File: config.mk
export PLATFORM = sky130hd
export DESIGN_NAME = cri_ctrl
export DESIGN_NICKNAME = d
export VERILOG_FILES = /design/src/inc/cri_pkg.sv /design/src/hw/cri_ctrl.sv
export SDC_FILE = /design/constraint.sdc
export NUM_CORES = 1
export LEC_CHECK = 0
export BUFFER_PORTS_ARGS = -buffer_cell sky130_fd_sc_hd__buf_2
export CORE_AREA = 3 3 145 147
export DETAILED_ROUTE_END_ITERATION = 7
export DIE_AREA = 0 0 148 150
export PLACE_DENSITY_LB_ADDON = 0.12
export SYNTH_ARGS = -nofsm -noshare
export SYNTH_HDL_FRONTEND = slang
export SYNTH_SLANG_ARGS = --single-unit
File: constraint.sdc
create_clock -name clk -period 5.4 [get_ports clk]
set_input_delay 0.81 -clock clk [delete_from_list [all_inputs] [get_ports clk]]
set_output_delay 0.81 -clock clk [all_outputs]
set_load 0.005 [all_outputs]
File: src/inc/cri_pkg.sv
package cri_pkg;
    localparam logic [15:0] CRI_FLAGS_RST = 16'h0002;
    localparam logic [15:0] CRI_IP_RST = 16'hfff0;
    localparam logic [15:0] CRI_CS_RST = 16'hf000;
    localparam logic [15:0] CRI_SEG_RST = 16'h0000;
    localparam logic [15:0] CRI_MSW_RST = 16'hfff0;
    localparam logic [15:0] CRI_OFF_LAST = 16'hffff;
    localparam logic [23:0] CRI_BOOT_ADDR = 24'h0ffff0;
    localparam int CRI_MSW_PE = 0;
    localparam int CRI_MSW_MP = 1;
    localparam int CRI_MSW_EM = 2;
    localparam int CRI_MSW_TS = 3;
    localparam int CRI_FLAG_RSV = 1;
    localparam int CRI_FLAG_TF = 8;
    localparam int CRI_FLAG_IF = 9;
    localparam logic [7:0] CRI_VEC_STEP = 8'h01;
    localparam logic [7:0] CRI_VEC_NMI = 8'h02;
    localparam logic [7:0] CRI_VEC_NOCOP = 8'h07;
    localparam logic [7:0] CRI_VEC_OVRUN = 8'h09;
    localparam logic [7:0] CRI_VEC_WRAP = 8'h0d;
    localparam logic [1:0] CRI_SEG_DS = 2'h1;
    localparam logic [1:0] CRI_SEG_ES = 2'h2;
    localparam logic [1:0] CRI_SEG_SS = 2'h3;
    localparam int CRI_RESET_GAP = 8;

    typedef enum logic [2:0] {CRI_RESET, CRI_RUN, CRI_SVC, CRI_WAIT, CRI_HALT} cri_state_e;

    typedef struct packed {
        logic [15:0] flags;
        logic [15:0] cs;
        logic [15:0] ip;
        logic [7:0] vector;
    } cri_frame_s;

    typedef struct packed {
        logic [15:0] sel;
        logic [15:0] off;
        logic word;
    } cri_mem_s;
endpackage

File: src/hw/cri_ctrl.sv
`timescale 1ns/100ps
module cri_ctrl #(
    parameter int RESET_GAP = cri_pkg::CRI_RESET_GAP
) (
    input wire logic clk,
    input wire logic reset_n,
    input wire logic nmi_pin,
    input wire logic maskable_request,
    input wire logic [7:0] maskable_request_vector,
    input wire logic instr_done,
    input wire logic [15:0] next_cs,
    input wire logic [15:0] next_ip,
    input wire logic flags_wr,
    input wire logic [15:0] flags_wr_data,
    input wire logic [1:0] seg_wr_sel,
    input wire logic [15:0] seg_wr_data,
    input wire logic sw_int,
    input wire logic [7:0] sw_vector,
    input wire logic ovrun_req,
    input wire logic coproc_escape_instr,
    input wire logic coproc_wait_instr,
    input wire logic load_status_word_instr,
    input wire logic [15:0] load_status_word_instr_data,
    input wire logic store_status_word_instr,
    input wire logic halt_instr,
    input wire logic iret_done,
    input wire logic mem_req,
    input wire cri_pkg::cri_mem_s mem,
    input wire logic entry_valid,
    input wire logic [15:0] entry_cs,
    input wire logic [15:0] entry_ip,
    output logic exec_enable,
    output logic fetch_start,
    output logic mem_valid,
    output logic [23:0] phys_addr,
    output logic high_byte_enable,
    output logic frame_valid,
    output cri_pkg::cri_frame_s frame,
    output logic [15:0] code_segment,
    output logic [15:0] instruction_pointer,
    output logic [15:0] data_segment,
    output logic [15:0] extra_segment,
    output logic [15:0] stack_segment,
    output logic [15:0] flag_word,
    output logic [15:0] machine_status_word,
    output logic store_status_word_instr_valid,
    output logic protected_mode,
    output logic halted
);
    import cri_pkg::*;

    localparam int GW = $clog2(RESET_GAP + 1);

    // base is selector times 16, carry past bit 19 dropped
    function automatic logic [19:0] cri_phys(input logic [15:0] sel, input logic [15:0] off);
        cri_phys = {sel, 4'h0} + {4'h0, off};
    endfunction

    ////////////////////////////////////////////////////////////////////////////
    cri_state_e state_reg, state_next;
    logic [GW-1:0] gap_reg;
    logic [2:0] nmi_sync_reg, maskable_request_sync_reg;
    logic nmi_lvl_reg, maskable_request_lvl_reg;
    logic exc_pend_reg, step_pend_reg, nmi_pend_reg, ovr_pend_reg, nmi_block_reg;
    logic [7:0] exc_vec_reg;
    logic [15:0] cs_reg, ip_reg, ds_reg, es_reg, ss_reg, flags_reg, msw_reg;
    logic exec_reg, fetch_reg, mem_valid_reg, bhe_reg, frame_valid_reg, store_status_word_instr_reg, halted_reg;
    logic [23:0] phys_reg;
    cri_frame_s frame_reg;
    logic nmi_rise, running, maskable_request_ok, nmi_ok, ovr_ok, any_pend;
    logic take_exc, take_step, take_nmi, take_ovr, take_maskable_request;
    logic trap_nocop, trap_wrap, mem_go;
    logic [7:0] pick_vec;

    ////////////////////////////////////////////////////////////////////////////
    // pins cross in through three stages; level moves only when 2 and 3 agree
    always_ff @(posedge clk) begin
        if (!reset_n) begin
            nmi_sync_reg <= 3'h0;
            maskable_request_sync_reg <= 3'h0;
            nmi_lvl_reg <= 1'b0;
            maskable_request_lvl_reg <= 1'b0;
        end else begin
            nmi_sync_reg <= {nmi_sync_reg[1:0], nmi_pin};
            maskable_request_sync_reg <= {maskable_request_sync_reg[1:0], maskable_request};
            if (nmi_sync_reg[2] == nmi_sync_reg[1]) begin
                nmi_lvl_reg <= nmi_sync_reg[2];
            end
            if (maskable_request_sync_reg[2] == maskable_request_sync_reg[1]) begin
                maskable_request_lvl_reg <= maskable_request_sync_reg[2];
            end
        end
    end

    assign nmi_rise = (nmi_sync_reg[2] == nmi_sync_reg[1]) && nmi_sync_reg[2] && !nmi_lvl_reg;

    ////////////////////////////////////////////////////////////////////////////
    assign running = (state_reg == CRI_RUN);
    // escape traps on emulate or task switched; wait only with monitor too
    assign trap_nocop = running && ((coproc_escape_instr && (msw_reg[CRI_MSW_EM]
        || msw_reg[CRI_MSW_TS])) || (coproc_wait_instr && msw_reg[CRI_MSW_MP]
        && msw_reg[CRI_MSW_TS]));
    // a word at the last offset would wrap, so no bus cycle is run
    assign trap_wrap = running && mem_req && mem.word && (mem.off == CRI_OFF_LAST);
    assign mem_go = running && mem_req && !trap_wrap;

    // nmi handler shuts out further nmi, overrun and maskable until return
    assign maskable_request_ok = maskable_request_lvl_reg && flags_reg[CRI_FLAG_IF] && !nmi_block_reg;
    assign nmi_ok = nmi_pend_reg && !nmi_block_reg;
    assign ovr_ok = ovr_pend_reg && !nmi_block_reg;
    assign any_pend = exc_pend_reg || step_pend_reg || nmi_ok || ovr_ok || maskable_request_ok;

    always_comb begin
        take_exc = 1'b0;
        take_step = 1'b0;
        take_nmi = 1'b0;
        take_ovr = 1'b0;
        take_maskable_request = 1'b0;
        pick_vec = maskable_request_vector;
        if (state_reg == CRI_SVC) begin
            if (exc_pend_reg) begin
                take_exc = 1'b1;
                pick_vec = exc_vec_reg;
            end else if (step_pend_reg) begin
                take_step = 1'b1;
                pick_vec = CRI_VEC_STEP;
            end else if (nmi_ok) begin
                take_nmi = 1'b1;
                pick_vec = CRI_VEC_NMI;
            end else if (ovr_ok) begin
                take_ovr = 1'b1;
                pick_vec = CRI_VEC_OVRUN;
            end else begin
                take_maskable_request = maskable_request_ok;
            end
        end
    end

    ////////////////////////////////////////////////////////////////////////////
    always_comb begin
        state_next = state_reg;
        unique case (state_reg)
            CRI_RESET: begin
                if (gap_reg == GW'(RESET_GAP)) begin
                    state_next = CRI_RUN;
                end
            end
            CRI_RUN: begin
                if (any_pend) begin
                    state_next = CRI_SVC;
                end else if (halt_instr) begin
                    state_next = CRI_HALT;
                end
            end
            CRI_SVC: begin
                state_next = any_pend ? CRI_WAIT : CRI_RUN;
            end
            CRI_WAIT: begin
                if (entry_valid) begin
                    // chain remaining requests before the handler's first fetch
                    state_next = any_pend ? CRI_SVC : CRI_RUN;
                end
            end
            CRI_HALT: begin
                if (nmi_ok || maskable_request_ok) begin
                    state_next = CRI_SVC;
                end
            end
        endcase
    end

    always_ff @(posedge clk) begin
        if (!reset_n) begin
            state_reg <= CRI_RESET;
            gap_reg <= '0;
        end else begin
            state_reg <= state_next;
            if (state_reg == CRI_RESET) begin
                gap_reg <= gap_reg + GW'(1);
            end
        end
    end

    ////////////////////////////////////////////////////////////////////////////
    // pending flags: a new request in the same cycle as the take wins
    always_ff @(posedge clk) begin
        if (!reset_n) begin
            exc_pend_reg <= 1'b0;
            exc_vec_reg <= 8'h00;
            step_pend_reg <= 1'b0;
            nmi_pend_reg <= 1'b0;
            ovr_pend_reg <= 1'b0;
            nmi_block_reg <= 1'b0;
        end else begin
            if (trap_nocop || trap_wrap || (running && sw_int)) begin
                exc_pend_reg <= 1'b1;
                exc_vec_reg <= trap_nocop ? CRI_VEC_NOCOP : (trap_wrap ? CRI_VEC_WRAP : sw_vector);
            end else if (take_exc) begin
                exc_pend_reg <= 1'b0;
            end
            step_pend_reg <= (running && instr_done && flags_reg[CRI_FLAG_TF])
                || (step_pend_reg && !take_step);
            nmi_pend_reg <= nmi_rise || (nmi_pend_reg && !take_nmi);
            ovr_pend_reg <= ovrun_req || (ovr_pend_reg && !take_ovr);
            if (take_nmi) begin
                nmi_block_reg <= 1'b1;
            end else if (iret_done) begin
                nmi_block_reg <= 1'b0;
            end
        end
    end

    ////////////////////////////////////////////////////////////////////////////
    always_ff @(posedge clk) begin
        if (!reset_n) begin
            cs_reg <= CRI_CS_RST;
            ip_reg <= CRI_IP_RST;
            flags_reg <= CRI_FLAGS_RST;
        end else if (state_reg == CRI_WAIT && entry_valid) begin
            cs_reg <= entry_cs;
            ip_reg <= entry_ip;
            flags_reg[CRI_FLAG_IF] <= 1'b0;
            flags_reg[CRI_FLAG_TF] <= 1'b0;
        end else begin
            // after halt the core has already stepped ip past it
            if (running && instr_done) begin
                cs_reg <= next_cs;
                ip_reg <= next_ip;
            end
            if (flags_wr) begin
                flags_reg <= flags_wr_data | (16'h0001 << CRI_FLAG_RSV);
            end
        end
    end

    always_ff @(posedge clk) begin
        if (!reset_n) begin
            ds_reg <= CRI_SEG_RST;
            es_reg <= CRI_SEG_RST;
            ss_reg <= CRI_SEG_RST;
        end else begin
            if (seg_wr_sel == CRI_SEG_DS) begin
                ds_reg <= seg_wr_data;
            end
            if (seg_wr_sel == CRI_SEG_ES) begin
                es_reg <= seg_wr_data;
            end
            if (seg_wr_sel == CRI_SEG_SS) begin
                ss_reg <= seg_wr_data;
            end
        end
    end

    ////////////////////////////////////////////////////////////////////////////
    // upper twelve bits hold their reset pattern; protect enable never drops
    always_ff @(posedge clk) begin
        if (!reset_n) begin
            msw_reg <= CRI_MSW_RST;
            store_status_word_instr_reg <= 1'b0;
        end else begin
            if (load_status_word_instr) begin
                msw_reg[3:1] <= load_status_word_instr_data[3:1];
                msw_reg[CRI_MSW_PE] <= msw_reg[CRI_MSW_PE] | load_status_word_instr_data[CRI_MSW_PE];
            end
            store_status_word_instr_reg <= store_status_word_instr;
        end
    end

    ////////////////////////////////////////////////////////////////////////////
    always_ff @(posedge clk) begin
        if (!reset_n) begin
            exec_reg <= 1'b0;
            fetch_reg <= 1'b0;
            mem_valid_reg <= 1'b0;
            phys_reg <= 24'h000000;
            bhe_reg <= 1'b0;
            halted_reg <= 1'b0;
        end else begin
            exec_reg <= (state_next == CRI_RUN);
            halted_reg <= (state_next == CRI_HALT);
            fetch_reg <= (state_reg == CRI_RESET) && (state_next == CRI_RUN);
            mem_valid_reg <= mem_go && (state_next == CRI_RUN);
            if (state_reg == CRI_RESET) begin
                phys_reg <= {4'h0, cri_phys(cs_reg, ip_reg)};
                bhe_reg <= 1'b0;
            end else if (mem_go) begin
                // lines 20 to 23 stay low in real mode
                phys_reg <= {4'h0, cri_phys(mem.sel, mem.off)};
                bhe_reg <= mem.word || mem.off[0];
            end
        end
    end

    always_ff @(posedge clk) begin
        if (!reset_n) begin
            frame_valid_reg <= 1'b0;
            frame_reg <= '0;
        end else begin
            frame_valid_reg <= (state_reg == CRI_SVC) && any_pend;
            // an empty service pass must not overwrite the frame already pushed
            if (state_reg == CRI_SVC && any_pend) begin
                frame_reg <= '{flags: flags_reg, cs: cs_reg, ip: ip_reg, vector: pick_vec};
            end
        end
    end

    assign exec_enable = exec_reg;
    assign fetch_start = fetch_reg;
    assign mem_valid = mem_valid_reg;
    assign phys_addr = phys_reg;
    assign high_byte_enable = bhe_reg;
    assign frame_valid = frame_valid_reg;
    assign frame = frame_reg;
    assign code_segment = cs_reg;
    assign instruction_pointer = ip_reg;
    assign data_segment = ds_reg;
    assign extra_segment = es_reg;
    assign stack_segment = ss_reg;
    assign flag_word = flags_reg;
    assign machine_status_word = msw_reg;
    assign store_status_word_instr_valid = store_status_word_instr_reg;
    assign protected_mode = msw_reg[CRI_MSW_PE];
    assign halted = halted_reg;
endmodule // cri_ctrl

==> impl_metrics.json <==
{
  "slowest_stage": "dfxtp_1",
  "worst_ir_drop_vdd_mv": 0.179,
  "cts_root_buf": "clkbuf_16",
  "synth_cell_type_count": 58,
  "cp_slowest_stage_delay_ps": 440,
  "setup_slack_ps": 2580,
  "worstHoldStart": "maskable_request_sync_reg[0]",
  "setup_tns_ps": 0,
  "yosysSeqAreaShare": 0.450,
  "pre_cts_slack_ps": 2200,
  "drc": 0,
  "rows": 52,
  "routabilityCongestion": 0.872,
  "numPortBuffers": 348,
  "cts_buffers": 23,
  "cts.sinks": 210,
  "antenna_left": 0,
  "via_per_inst": 5.21,
  "worst_pin_slew_ps": 1250,
  "finClkSkew_ps": 7.89,
  "slew_headroom": 0.164,
  "fp.coreArea_sq_um": 20000,
  "reg2reg_depth": 10,
  "hpwl_mm": 21.6,
  "max_cap_viol_count": 0,
  "overflow": 0,
  "fin_nets": 1702,
  "die-area_sq_um": 22200,
  "setup_viol": 0,
  "cts_buffer_depth": 3,
  "post-route-util": 0.591,
  "yosysTopAreaCellShare": 0.450,
  "cp_max_fo": 4,
  "drt_iter0_drc": 446,
  "area_delta_synth_final_pct": 26.7,
  "die_y_um": 150,
  "rrSetupSlack_ps": 2580,
  "syn_avg_cell_area_sq_um": 7.84,
  "yosysWarnings": 0,
  "die_w_um": 148,
  "synth_cells": 1193,
  "syn-cell-area_sq_um": 9350,
  "holdCritPathClass": "register to register",
  "grt_max_degree": 74,
  "outcome": "finished, final reports clean",
  "dp_cells": 1739,
  "cts_resized": 0,
  "synthTopCellsByArea": "dfxtp_1, nand2_1, a21oi_1, ha_1, nor2_1",
  "synth_top_flop_cell": "dfxtp_1",
  "clkTransAtPathRegs_ps": 60,
  "worst_setup_path_end_kind": "register",
  "power_density_nw_per_um2": 288,
  "wire_per_inst_um": 16.5,
  "ios": 379,
  "grt_pass1_vias": 8368,
  "period_needed_ps": 2820,
  "cts_tree": "yes",
  "hold_violations": 0,
  "fillers": 1964,
  "dr.pass1.iters": 5,
  "vias": 9277,
  "grt_pass1_wl_mm": 44.6,
  "final_common_cell": "buf_2",
  "required_ps": 5810,
  "post-route-period-util": 0.523,
  "finalWirelength_mm": 29.4,
  "startpoint_type": "register",
  "path_cells": "ha_1, inv_1, fa_1, nand2b_1, a31oi_1, o21ai_1, o311ai_1, mux2i_1, a21oi_1, a211oi_1",
  "final_cells": 1781,
  "placed_cell_area_sq_um": 11100,
  "synth_edf_count": 0,
  "grt_setup_unrepaired": "false",
  "async_flop_share": 0,
  "maxSlewViolCount": 0,
  "cts-hold-fix-buffers": 0,
  "crit_end": "phys_addr[16]",
  "critical_path_class": "register to register",
  "layout_common_cells": "buf_2, nand2_1, dfxtp_1, a21oi_1, nor2_1",
  "largest_reg_flops": 56,
  "stdcell_area_sq_um": 11800,
  "r2r-start": "instruction_pointer[4]",
  "r2r-end": "phys_addr[16]",
  "antenna_found_initial": 4,
  "grt_usage": 0.247,
  "synth.largest_area_cell": "dfxtp_1",
  "cts_setup_buffers": 0,
  "worstPathArrival_ps": 3240,
  "ys_ff_latch": 210,
  "clock.fmax_mhz": 354,
  "layout-drive-gt1-share": 0.266,
  "crit_start": "instruction_pointer[4]",
  "clk_latency_ps": 500,
  "initial_core_util": 0.467,
  "leakagePower_nw": 5.35,
  "h-tree-depth": 1
}
Yosys cell counts (19+ instances only):
library cell and n:
nand3_1 28, a21oi_1 152, ha_1 27, a311oi_1 22, clkbuf_1 61, buf_4 19
o21ai_1 24, nand2_1 341, dfxtp_1 210, nor2_1 70, inv_1 20
area by class of cell:
type                            instances  area [sq um]  share of cell area
Timing Repair Buffer                  356          1800               0.152
Clock buffer                           38           702              0.0593
Sequential cell                       210          4200               0.355
Tap cell                              270           338              0.0285
Multi-Input combinational cell        880          4690               0.396
Clock inverter                          3          21.3             0.00180
Inverter                               23          88.8             0.00750
Antenna cell                            1          2.50            0.000211
through the flow:
| stage | total power, mW | hold WS (ps) |
|---|---|---|
| after CTS | 3.44 | 435 |
| after global placement | 1.94 | 414 |
| after floorplan | 1.81 | 412 |
| final | 3.41 | 431 |
| after global routing | 3.54 | 452 |
| after detailed placement | 1.95 | 423 |
how the worst min path moves through the flow:
| stage | to | slack, ps | cells after the start |
|---|---|---|---|
| CTS | maskable_request_sync_reg[1] | 430 | 1 |
| finish | maskable_request_sync_reg[1] | 430 | 1 |
| floorplan | maskable_request_sync_reg[1] | 410 | 1 |
| global route | maskable_request_sync_reg[1] | 450 | 1 |
| detailed placement | maskable_request_sync_reg[1] | 420 | 1 |
| global placement | nmi_sync_reg[1] | 410 | 1 |
cell families (layout without fill, tap and decap cells):
kind of cell,after synthesis,count (layout),share of synthesized area
simple gates,510,510,0.229
compound gates,284,284,0.183
flops,210,210,0.450
buf+inv,118,420,0.0567
fa+ha+maj,29,29,0.0404
xor+xnor,21,21,0.0197
mux,19,19,0.0205
other cells,2,18,0.000803
critical path: cells and delay by family, from the launching register on:
family | cells | cell delay (ps)
flip-flops | 1 | 440
multiplexers | 1 | 240
adder cells (fa/ha/maj) | 2 | 610
AO/OA/AOI/OAI | 5 | 1190
buffers and inverters | 1 | 60
AND/OR/NAND/NOR | 1 | 200
per-layer routing:
metal  share of wire  routed length [um]  GRT usage  up-vias
li1                -                   -          -     4648
met1            0.40               11800      0.299     4240
met2            0.49               14400      0.434      324
met3           0.078                2290     0.0627       57
met4           0.026                 766     0.0734        8
met5          0.0015                  45          0        -
where the power goes:
| part | total, mW | switching, mW | internal [mW] | leakage [nW] |
|---|---|---|---|---|
| sequential | 1.62 | 0.0258 | 1.59 | 1.71 |
| clock | 1.50 | 0.612 | 0.883 | 0.352 |
| combinational | 0.297 | 0.166 | 0.132 | 3.29 |
| total | 3.41 | 0.804 | 2.61 | 5.35 |
Power figures use the tool's default switching activity.
